--- src/ecc_map.svh ---
// register offsets, field positions, reset values and timing counts
`ifndef ECC_MAP_SVH
`define ECC_MAP_SVH
// command byte fields
`define ECC_CMD_ZERO_EN      0
`define ECC_CMD_EXT_RISE_EN  1
`define ECC_CMD_LOAD         2
`define ECC_CMD_EXT_FALL_EN  3
`define ECC_CMD_WRITE        6
`define ECC_CMD_REG_MODE     7
// condition byte fields
`define ECC_ST_ZERO_VAL      0
`define ECC_ST_EXT_VAL       1
`define ECC_ST_LOAD_ACK      2
`define ECC_ST_UNDERFLOW     3
`define ECC_ST_OVERFLOW      4
`define ECC_ST_BIT_FIVE      5
`define ECC_ST_BIT_SIX       6
`define ECC_ST_REG_MODE      7
// feature register and its fields
`define ECC_REG_FEATURE      6'h20
`define ECC_FEATURE_RESET    16'h2200
`define ECC_FEAT_MAP_LO      2
`define ECC_FEAT_FUNC_LO     4
// counter thresholds for the wrap flags
`define ECC_OVF_CLEAR_FROM   16'h5555
`define ECC_UNF_CLEAR_FROM   16'haaaa
// period time base
`define ECC_PERIOD_STEP_NS   200
`define ECC_CLOCK_NS         50
`define ECC_PERIOD_DIV       (`ECC_PERIOD_STEP_NS / `ECC_CLOCK_NS)
`endif

--- src/ecc_pkg.sv ---
// types shared by the encoder counter control logic
`default_nettype none
package ecc_pkg;
  typedef enum logic [1:0] {
    ECC_FUNC_LATCH  = 2'b01,
    ECC_FUNC_PERIOD = 2'b10
  } ecc_func_t;

  // general purpose register words live in an array of the module; only the feature word is in this struct
  typedef struct packed {
    logic [7:0]  cmd_prev;
    logic [15:0] count;
    logic [15:0] latch_val;
    logic [23:0] period;
    logic [23:0] period_run;
    logic [1:0]  div;
    logic        period_ok;
    logic        zero_val;
    logic        ext_val;
    logic        ovf;
    logic        unf;
    logic        load_ack;
    logic [2:0]  c_sync;
    logic [2:0]  l_sync;
    logic [2:0]  a_sync;
    logic [2:0]  s_sync;
    logic        c_lvl;
    logic        l_lvl;
    logic        a_lvl;
    logic        s_lvl;
    logic [15:0] feature;
    logic [7:0]  st_out;
    logic [15:0] word_out;
    logic [7:0]  b4_out;
  } ecc_state_t;
endpackage
`default_nettype wire

--- src/ecc_control.sv ---
// control and status byte logic of the incremental encoder counter
// Summary of operation
// control bit 7 selects register mode
// register read returns value unchanged
// register write stores output word
// write ack echoes address with bit 7
// bits 0..5 address one of 64
// status byte first, word follows
// load counter on rising load bit
// status bit 2 acknowledges counter load
// armed zero latch keeps first C pulse
// zero latch beats external latch
// zero valid held while C high
// first rising external edge latches
// first falling external edge latches
// rising enable beats falling enable
// period of A in 200 ns steps
// status bit 1 flags period data
// status bit 1 shows external latch
// controller toggles enable to re-arm
// status bit 0, re-arm by toggling
// overflow flag set and cleared
// underflow flag set and cleared
// status input drives bit 5
// feature field selects bit 1 function
// feature field maps status input
// idle data word is live count
// bit 7 zero in process mode
`include "ecc_map.svh"
`default_nettype none
module ecc_control (
  input  wire logic        clock,
  input  wire logic        resetn,
  input  wire logic [7:0]  command_byte,
  input  wire logic [15:0] data_out_word,
  input  wire logic        count_up,
  input  wire logic        count_down,
  input  wire logic        zero_pulse_in,
  input  wire logic        ext_latch_in,
  input  wire logic        encoder_a_in,
  input  wire logic        status_in,
  output logic [7:0]       condition_byte,
  output logic [15:0]      data_in_word,
  output logic [7:0]       data_in_byte4
);
  // ************************************************************
  // state
  // ************************************************************
  ecc_pkg::ecc_state_t state_reg;
  ecc_pkg::ecc_state_t state_next;
  // general purpose registers; feature register held in state
  logic [15:0] regs_reg [0:63];

  // three-stage sampling; change accepted when last two agree
  function automatic logic filt(input logic [2:0] s, input logic old);
    filt = (s[1] == s[2]) ? s[2] : old;
  endfunction

  logic [5:0]  addr;
  logic        reg_mode;
  logic        wr;
  logic        func_period;
  logic [1:0]  map;
  logic        c_new;
  logic        l_new;
  logic        a_new;
  logic        s_new;
  logic [15:0] rd_val;

  assign addr        = command_byte[5:0];
  assign reg_mode    = command_byte[`ECC_CMD_REG_MODE];
  assign wr          = command_byte[`ECC_CMD_WRITE];
  assign func_period = (state_reg.feature[`ECC_FEAT_FUNC_LO +: 3]
                        == 3'h1);
  assign map         = state_reg.feature[`ECC_FEAT_MAP_LO +: 2];
  assign c_new = filt(state_reg.c_sync, state_reg.c_lvl);
  assign l_new = filt(state_reg.l_sync, state_reg.l_lvl);
  assign a_new = filt(state_reg.a_sync, state_reg.a_lvl);
  assign s_new = filt(state_reg.s_sync, state_reg.s_lvl);
  assign rd_val = (addr == `ECC_REG_FEATURE) ? state_reg.feature
                                             : regs_reg[addr];

  // ************************************************************
  // next state
  // ************************************************************
  always_comb begin
    logic [15:0] nxt;
    logic        l_rise;
    logic        l_fall;
    logic [7:0]  st;
    nxt = state_reg.count;
    l_rise = l_new & ~state_reg.l_lvl;
    l_fall = ~l_new & state_reg.l_lvl;
    st = 8'h00;
    state_next = state_reg;
    state_next.cmd_prev = command_byte;
    state_next.c_sync = {state_reg.c_sync[1:0], zero_pulse_in};
    state_next.l_sync = {state_reg.l_sync[1:0], ext_latch_in};
    state_next.a_sync = {state_reg.a_sync[1:0], encoder_a_in};
    state_next.s_sync = {state_reg.s_sync[1:0], status_in};
    state_next.c_lvl = c_new;
    state_next.l_lvl = l_new;
    state_next.a_lvl = a_new;
    state_next.s_lvl = s_new;
    // counter and wrap flags
    if (count_up && !count_down) begin
      nxt = state_reg.count + 16'h0001;
      if (state_reg.count == 16'hffff) begin
        state_next.ovf = 1'b1;
        state_next.unf = 1'b0;
      end else if (state_reg.count == `ECC_OVF_CLEAR_FROM) begin
        state_next.ovf = 1'b0;
      end
    end else if (count_down && !count_up) begin
      nxt = state_reg.count - 16'h0001;
      if (state_reg.count == 16'h0000) begin
        state_next.unf = 1'b1;
        state_next.ovf = 1'b0;
      end else if (state_reg.count == `ECC_UNF_CLEAR_FROM) begin
        state_next.unf = 1'b0;
      end
    end
    // load takes effect only in process mode, on the rising load bit
    state_next.load_ack = ~reg_mode & command_byte[`ECC_CMD_LOAD]
                          & (state_reg.load_ack
                          | ~state_reg.cmd_prev[`ECC_CMD_LOAD]);
    if (!reg_mode && command_byte[`ECC_CMD_LOAD]
        && !state_reg.cmd_prev[`ECC_CMD_LOAD]) begin
      nxt = data_out_word;
    end
    state_next.count = nxt;
    // latches; valid flags clear while enable is off, the zero flag only once C is also low
    // in register mode bits 0..5 are an address, so latches stay frozen;
    // a pin edge during a register access is therefore not caught
    if (!reg_mode) begin
      if (!command_byte[`ECC_CMD_ZERO_EN] && !c_new) begin
        state_next.zero_val = 1'b0;
      end
      if (!command_byte[`ECC_CMD_EXT_RISE_EN]
          && !command_byte[`ECC_CMD_EXT_FALL_EN]) begin
        state_next.ext_val = 1'b0;
      end
      if (command_byte[`ECC_CMD_ZERO_EN] && !state_reg.zero_val
          && c_new && !state_reg.c_lvl) begin
        state_next.zero_val = 1'b1;
        state_next.latch_val = state_reg.count;
      end else if (!func_period && !state_reg.ext_val
                   && !command_byte[`ECC_CMD_ZERO_EN]) begin
        if (command_byte[`ECC_CMD_EXT_RISE_EN]) begin
          if (l_rise) begin
            state_next.ext_val = 1'b1;
            state_next.latch_val = state_reg.count;
          end
        end else if (command_byte[`ECC_CMD_EXT_FALL_EN] && l_fall) begin
          state_next.ext_val = 1'b1;
          state_next.latch_val = state_reg.count;
        end
      end
    end
    // period timer in 200 ns steps
    if (state_reg.div == 2'(`ECC_PERIOD_DIV - 1)) begin
      state_next.div = 2'h0;
      if (state_reg.period_run != 24'hffffff) begin
        state_next.period_run = state_reg.period_run + 24'h000001;
      end
    end else begin
      state_next.div = state_reg.div + 2'h1;
    end
    if (a_new && !state_reg.a_lvl) begin
      // the step that completes at this edge belongs to this period
      state_next.period = state_next.period_run;
      state_next.period_run = 24'h000000;
      state_next.div = 2'h0;
      state_next.period_ok = 1'b1;
    end
    // register access
    if (reg_mode && wr && addr == `ECC_REG_FEATURE) begin
      state_next.feature = data_out_word;
    end
    // outputs
    state_next.word_out = state_reg.count;
    state_next.b4_out = 8'h00;
    if (reg_mode) begin
      st = wr ? {1'b1, 1'b0, addr} : command_byte;
      state_next.word_out = wr ? 16'h0000 : rd_val;
    end else begin
      st[`ECC_ST_ZERO_VAL] = state_reg.zero_val;
      st[`ECC_ST_LOAD_ACK] = state_reg.load_ack;
      st[`ECC_ST_UNDERFLOW] = state_reg.unf;
      st[`ECC_ST_OVERFLOW] = state_reg.ovf;
      st[`ECC_ST_BIT_FIVE] = ~state_reg.s_lvl;
      if (map[1]) begin
        st[`ECC_ST_BIT_SIX] = map[0] ? state_reg.s_lvl
                                     : ~state_reg.s_lvl;
      end
      st[`ECC_ST_REG_MODE] = 1'b0;
      if (state_reg.zero_val) begin
        state_next.word_out = state_reg.latch_val;
      end else if (func_period) begin
        if (command_byte[`ECC_CMD_EXT_RISE_EN] && state_reg.period_ok) begin
          st[`ECC_ST_EXT_VAL] = 1'b1;
          state_next.word_out = state_reg.period[15:0];
          state_next.b4_out = state_reg.period[23:16];
        end
      end else if (state_reg.ext_val) begin
        st[`ECC_ST_EXT_VAL] = 1'b1;
        state_next.word_out = state_reg.latch_val;
      end
    end
    state_next.st_out = st;
  end

  // ************************************************************
  // registers
  // ************************************************************
  always_ff @(posedge clock or negedge resetn) begin
    if (!resetn) begin
      state_reg <= '0;
      state_reg.feature <= `ECC_FEATURE_RESET;
      // status pin idles high; start there so no false status shows
      state_reg.s_sync <= 3'h7;
      state_reg.s_lvl <= 1'h1;
    end else begin
      state_reg <= state_next;
    end
  end

  // plain storage, no reset needed for the word array
  always_ff @(posedge clock) begin
    if (reg_mode && wr && addr != `ECC_REG_FEATURE) begin
      regs_reg[addr] <= data_out_word;
    end
  end

  assign condition_byte = state_reg.st_out;
  assign data_in_word   = state_reg.word_out;
  assign data_in_byte4  = state_reg.b4_out;
endmodule
`default_nettype wire

--- config.mk ---
export PLATFORM = sky130hd
export DESIGN_NAME = ecc_control
export DESIGN_NICKNAME = d
export VERILOG_FILES = /design/src/ecc_pkg.sv /design/src/ecc_control.sv
export VERILOG_INCLUDE_DIRS = /design/src /design/src/src
export SDC_FILE = /design/constraint.sdc
export NUM_CORES = 1
export LEC_CHECK = 0
export ABC_CLOCK_PERIOD_IN_PS = 2200
export BUFFER_PORTS_ARGS = -buffer_cell sky130_fd_sc_hd__buf_4
export CAP_MARGIN = 10
export CORE_AREA = 3 3 390 353
export CTS_CLUSTER_SIZE = 10
export DETAILED_ROUTE_END_ITERATION = 8
export DIE_AREA = 0 0 393 356
export PLACE_DENSITY = 0.48
export SYNTH_ARGS = -nofsm -noshare
export SYNTH_HDL_FRONTEND = slang
export SYNTH_SLANG_ARGS = --single-unit
--- constraint.sdc ---
create_clock -name clock -period 2.2 [get_ports clock]
set_input_delay 0.22 -clock clock [delete_from_list [all_inputs] [get_ports clock]]
set_output_delay 0.22 -clock clock [all_outputs]
set_load 0.01 [all_outputs]
==> impl_metrics.csv, run 1 <==
group,metric,value,unit
die,dieArea,0.1399,mm²
clock_tree,cts_tree,"done",
grt,track_usage,23.16,%
setup_path,slowest_delay,0.40,ns
pwr,ir_worst_vdd,0.0005679,V
setup_path,critPathArrivalTime,2.97,ns
timing,rsz0062_at_grt,"true",
drt,topRoutingLayerUsed,"met5",
timing,maxSlewHeadroom,17.92,%
timing,hold_slack,0.07524,ns
grt,gr-total-overflow,0,
clock_tree,numCtsBuffers,136,
grt,grt_pass1_vias,29390,
drt,dr_total_vias,29400,
setup_path,cp_max_fo,2,
pwr,leakagePower,20.59,nW
synthesis,ys_warn_count,0,
clock_tree,cts.sinks,1165,
placed_design,place_area,0.05412,mm²
setup_path,cp_data_required_time,2.78,ns
timing,drv_slew,0,
final_layout,layout-drive-gt1-share,31.98,%
drt,vias_per_cell,5.631,
placed_design,hpwl,108300,µm
drt,wl_per_cell,31.05,µm
final_layout,largest_reg_flops,1012,
clock_tree,cts_root_buf,"clkbuf_16",
setup_path,critical_path_buf_inv_count,0,
grt,antenna_found_initial,10,
synthesis,syn_area,0.04681,mm²
final_layout,stdcell_area,0.05885,mm²
drt,ant_nets,0,
setup_path,setup.worst_path.end_class,"register",
placed_design,gp_congestion,0.8874,
grt,grt_max_degree,66,
placed_design,dp.cells,5007,
timing,period_minus_slack,2.387,ns
run_status,run_status,"finished, violations left",
synthesis,ys_seq_area_share,73.11,%
job,cap_violations,0,
setup_path,cp_slowest_cell,"dfrtp_1",
setup_path,crit_type,"reg2reg",
synthesis,synth-edff-count,1012,
drt,routed_wl,162100,µm
grt,grt_pass1_wl,229100,µm
drt,dr_wl_met2,73320,µm
drt,drtPass1Iterations,6,
setup_path,startpoint_type,"register",
final_layout,fin_cells,5221,
die,die_h,356,µm
drt,drc,0,
min_path,hold_class,"in2reg",
clock_tree,clk_path_buf_depth,3,
timing,period_share,108.5,%
pwr,power_density,897.7,mW/mm²
synthesis,synthFlopType,"edfxtp_1",
die,dieWidth,393,µm
clock_tree,htreeDepth,4,
synthesis,netlist_instances,2887,
synthesis,yosysUniqueCellTypes,83,
run_status,violations,"setup timing",
die,num_rows,127,
setup_path,crit_family,"simple AND/OR/NAND/NOR gates",
timing,setup_viol_count_final,4,
clock_tree,worstSkewPairLatency,0.76,ns
clock_tree,cts.reportedPaths.clkPinSlew,0.05,ns
drt,wl_met3,11820,µm
timing,setup_slack,-0.1871,ns
synthesis,async_reset_ff_share,13.13,%
timing,clock_skew,0.02719,ns
die,io_pins,64,
drt,met1Wirelength,72390,µm
die,initial_core_util,35.07,%
placed_design,portBuffers,63,
die,fp.coreArea,0.1335,mm²
timing,hold_viol_final,0,
final_layout,area_growth,25.71,%
final_layout,fill_cells,11750,
drt,drt_iter0_drc,2961,
synthesis,synth_seq_cells,1165,
timing,max_freq,418.9,MHz
setup_path,crit_chain,"nor3b_4 > nand2_1 > or3_4 > o221ai_4 > nand3_4 > a2111oi_4 > a32oi_1",
synthesis,syn_avg_cell_area,16.21,µm²
timing,tightest_slew,1.230,ns
final_layout,final_nets,3479,
## area by class of cell
cell class,instances,area [µm²],area share (%)
Antenna cell,3,7.507,0.01276
Clock buffer,177,3642,6.189
Clock inverter,11,106.4,0.1807
Inverter,23,103.9,0.1765
Multi-Input combinational cell,1488,12450,21.16
Sequential cell,1165,34230,58.16
Tap cell,1741,2178,3.702
Timing Repair Buffer,613,6131,10.42
## per-stage QoR
step	utilization, %	TNS, ns	setup slack (ns)	power (mW)
after floorplan	-	-115.61	-0.4189	28.90
after global placement	40.54	-280.78	-1.091	32.45
after detailed placement	40.54	-289.07	-1.030	32.59
after CTS	43.80	-0.1187	-0.08804	52.89
after global routing	44.08	-0.9063	-0.2079	54.67
final	44.09	-0.2535	-0.1871	52.83
## cell usage after synthesis, drive strengths merged, types with 8 or more instances
cell type  number  area share (%)
dfrtp         147             7.9
nand3          26            0.28
inv            23            0.18
nor3           20            0.24
and3           24            0.32
nor4           10            0.13
a22o           27            0.51
clkbuf         79            0.63
nand4          13            0.17
a221oi         99             1.9
nor2b          10            0.13
xor2           24            0.45
edfxtp       1012              65
a221o          25            0.53
mux2i         132             2.8
mux2          119             2.9
o21ai         158             1.7
buf           135             2.0
o221ai         20            0.39
a22oi          70             1.1
o211ai          8            0.13
ha             19            0.51
nand2b         11            0.15
a211oi         11            0.18
o22ai          49            0.65
mux4           63             3.0
nand2         138             1.1
nor2          188             1.5
a21oi         100             1.1
xnor2          13            0.24
## timing repair
item / CTS / global route
setup buffers: 3 / 4
hold buffers: 19 / 0
endpoints found under the setup margin: 19 / 26
pin swaps: 12 / 37
gates resized for setup: 65 / 70
hold endpoints to repair: 427 / 0
## power breakdown
| part | switching [mW] | internal, mW | total (mW) |
|---|---|---|---|
| Combinational | 4.29 | 3.36 | 7.65 |
| Sequential | 0.490 | 24.7 | 25.1 |
| Clock | 8.57 | 11.5 | 20.0 |
## path summary, 6_finish.rpt
kind                                      startpoint                         end  slack (ns)  cells after the start
max                        state_reg[38]$_DFFE_PN0P_  data_in_word[14]$_DFF_PN0_       -0.19                      7
min                                         count_up   state_reg[66]$_DFFE_PN0P_        0.08                      3
max reg2reg                state_reg[38]$_DFFE_PN0P_  data_in_word[14]$_DFF_PN0_       -0.19                      7
min reg2reg                 state_next[59]$_DFF_PN0_    state_next[60]$_DFF_PN0_        0.34                      0
max in group asynchronous                     resetn     state_reg[60]$_DFF_PN0_        1.75                      3
min in group asynchronous                     resetn   state_reg[48]$_DFFE_PN1N_        0.11                      2
## layer usage
metal  GRT usage, %  vias to the layer above
met5              0                        -
met4          7.157                        2
met3          4.472                      234
met2          34.86                     1171
met1          33.86                    15530
li1               -                    12470
## worst reg2reg max path, cell delays in order, from the launching register on
cell and delay, ns:
dfrtp_1 0.40, nor3b_4 0.28, nand2_1 0.11, or3_4 0.36
o221ai_4 0.31, nand3_4 0.17, a2111oi_4 0.40, a32oi_1 0.20
## placed cells by master, fill, tap and decap left out, types with 21 or more instances in the layout
| master | Yosys | final |
|---|---|---|
| and3_1 | 24 | 22 |
| nand2_1 | 137 | 136 |
| a221oi_2 | 2 | 23 |
| a22oi_1 | 70 | 64 |
| nor2_1 | 186 | 136 |
| nor2_4 | 1 | 21 |
| nand3_1 | 26 | 24 |
| dfrtp_1 | 147 | 147 |
| a21oi_1 | 100 | 92 |
| buf_12 | 1 | 114 |
| clkbuf_1 | 79 | 37 |
| mux2i_1 | 132 | 131 |
| o22ai_1 | 49 | 41 |
| a221oi_1 | 97 | 72 |
| nor2_2 | 1 | 31 |
| o21ai_0 | 145 | 126 |
| clkbuf_16 | 0 | 140 |
| xor2_1 | 24 | 24 |
| mux2_2 | 101 | 102 |
| edfxtp_1 | 1012 | 1012 |
| buf_4 | 52 | 472 |
| a221o_1 | 25 | 24 |
| mux4_2 | 63 | 63 |
| a22o_1 | 27 | 26 |
## kinds of logic (layout without fill, tap and decap cells)
logic type      after synthesis  after routing  synth area share (%)
flops                      1165           1165                 73.11
compound gates              633            633                 9.363
simple gates                477            477                 4.693
mux                         314            314                 8.716
buf+inv                     237            824                 2.801
xor+xnor                     37             37                0.6923
fa+ha+maj                    23             23                0.6148
other cells                   1              7              0.008011
Power figures use the tool's default switching activity.
==> run 2: changes to the inputs <==
--- a/config.mk
+++ b/config.mk
@@ -10,6 +10,7 @@
 export BUFFER_PORTS_ARGS = -buffer_cell sky130_fd_sc_hd__buf_4
 export CAP_MARGIN = 10
 export CORE_AREA = 3 3 390 353
+export CTS_BUF_LIST = sky130_fd_sc_hd__clkbuf_4 sky130_fd_sc_hd__clkbuf_8 sky130_fd_sc_hd__clkbuf_16
 export CTS_CLUSTER_SIZE = 10
 export DETAILED_ROUTE_END_ITERATION = 8
 export DIE_AREA = 0 0 393 356
==> run 2 against run 1 <==
Net effect: the flow still finishes with violations (setup timing); via count fell by 0.40%; combinational power about the same; fmax up 1.6%; die area did not move; critical path type unchanged; highest routed layer unchanged.
==> impl_metrics.csv, run 2 (synthesis results as in run 1) <==
group,metric,value,unit
run_status,run_status,"finished, violations left",
run_status,violations,"setup timing",
drt,dr_total_vias,29280,
pwr,p_clk_share,38.5,%
setup_path,crit_type,"reg2reg",
drt,vias_per_cell,5.605,
pwr,p_switching,13.36,mW
grt,antenna_found_initial,10,
pwr,intPower,39.94,mW
grt,grt_max_degree,66,
clock_tree,cts.sinks,1165,
setup_path,worstSetupStartpoint,"state_reg[38]$_DFFE_PN0P_",
clock_tree,htreeDepth,4,
final_layout,final_nets,3480,
grt,track_usage,23.16,%
final_layout,fin_cells,5224,
timing,setup_slack,-0.1502,ns
timing,setup_viol_count_final,50,
die,dieArea,0.1399,mm²
drt,drtPass1Iterations,5,
die,dieWidth,393,µm
setup_path,setup.worst_path.end_class,"register",
final_layout,mostFrequentLayoutCell,"edfxtp_1",
pwr,p_seq_share,47.2,%
die,die_h,356,µm
final_layout,regArea,0.03423,mm²
setup_path,timing.rr.start,"state_reg[38]$_DFFE_PN0P_",
drt,routed_wl,162000,µm
timing,maxSlewHeadroom,18.26,%
die,io_pins,64,
placed_design,dp.cells,5007,
placed_design,gp_congestion,0.8874,
timing,tightest_slew,1.225,ns
min_path,hold_start,"data_out_word[14]",
clock_tree,clk_path_buf_depth,3,
clock_tree,cts_root_buf,"clkbuf_16",
pwr,switching_share,25.06,%
setup_path,cp_max_fo,2,
setup_path,startpoint_type,"register",
final_layout,multiInputGateArea,0.01244,mm²
clock_tree,cts.reportedPaths.clkPinSlew,0.06,ns
final_layout,largest_reg_flops,1012,
final_layout,fill_cells,11730,
timing,period_minus_slack,2.350,ns
clock_tree,worstSkewPairLatency,0.76,ns
drt,wl_per_cell,31.02,µm
pwr,p_comb_share,14.4,%
timing,max_freq,425.5,MHz
clock_tree,numCtsBuffers,136,
timing,drv_slew,0,
clock_tree,cts_tree,"done",
placed_design,portBuffers,63,
timing,final.setup.tns,-1.258,ns
pwr,p_total,53.29,mW
pwr,leakagePower,20.71,nW
placed_design,hpwl,108300,µm
die,initial_core_util,35.07,%
drt,drc,0,
die,fp.coreArea,0.1335,mm²
setup_path,critPathArrivalTime,2.93,ns
timing,rsz0062_at_grt,"true",
final_layout,area_growth,26.00,%
placed_design,detailedPlace.worstSlack,-1.030,ns
pwr,power_density,903.5,mW/mm²
grt,grt_pass1_wl,229000,µm
final_layout,most-common-layout-cells,"edfxtp_1 (1,012), buf_4 (473), dfrtp_1 (147), clkbuf_16 (140)",
pwr,ir_worst_vdd,0.0005687,V
timing,clock_skew,0.02996,ns
job,cap_violations,0,
drt,ant_nets,0,
setup_path,cp_data_required_time,2.78,ns
grt,grt_pass1_vias,29360,
timing,hold_slack,0.07411,ns
grt,gr-total-overflow,0,
timing,hold_viol_final,0,
die,num_rows,127,
drt,drt_iter0_drc,2972,
min_path,hold_class,"in2reg",
final_layout,layout-drive-gt1-share,32.98,%
timing,period_share,106.8,%
-- run 2: final timing paths --
check	to	slack, ns	cells after the start
max	data_in_word[14]$_DFF_PN0_	-0.15	7
min	regs_reg[55][14]$_DFFE_PP_	0.07	1
max reg2reg	data_in_word[14]$_DFF_PN0_	-0.15	7
min reg2reg	state_next[60]$_DFF_PN0_	0.34	0
max in group asynchronous	state_reg[60]$_DFF_PN0_	1.75	3
min in group asynchronous	state_reg[48]$_DFFE_PN1N_	0.11	2
-- run 2: layer usage --
| layer | wire length, µm | global-route usage (%) | part of all wire, % |
|---|---|---|---|
| met1 | 72350 | 33.77 | 45 |
| met2 | 73050 | 34.95 | 45 |
| met3 | 11940 | 4.588 | 7.4 |
| met4 | 4680 | 7.036 | 2.9 |
| met5 | 19 | 0 | 0.012 |
-- run 2: layout make-up --
type                    instances  share of cell area, %
flip-flops and latches       1165                  58.03
multi-input cells            1488                  21.09
repair buffers                614                  10.41
clock buffers                 177                  6.411
well taps                    1741                  3.693
clock inverters                11                 0.1803
inverters                      23                 0.1761
diodes                          5                0.02121
-- run 2: stage by stage --
stage,instance area [µm²],util (%)
2_1_floorplan,47220,-
3_3_place_gp,54120,40.54
3_5_place_dp,54120,40.54
4_1_cts,58600,43.90
5_1_grt,58970,44.18
6_report,58980,44.19
-- run 2: critical path, stage by stage, from the launching register on --
cell and delay, ns:
dfrtp_1 0.40, nor3b_4 0.28, nand2_1 0.11, or3_4 0.36, o221ai_4 0.30, nand3_4 0.16
a2111oi_4 0.37, a32oi_1 0.19
-- run 2: power by group through the flow --
| stage | sequential [mW] | clock (mW) | combinational [mW] |
|---|---|---|---|
| after floorplan | 25.4 | 0 | 3.47 |
| after global placement | 25.6 | 0 | 6.87 |
| after detailed placement | 25.6 | 0 | 7.00 |
| after CTS | 25.1 | 20.9 | 7.29 |
| after global routing | 25.2 | 21.8 | 8.16 |
| final | 25.1 | 20.5 | 7.65 |
-- run 2: repair_timing --
item,CTS,global route
resized for setup,64,66
buffers inserted,3,4
endpoints found under the setup margin,19,26
pin swaps,12,37
hold endpoints to repair,427,0
hold buffers,19,0
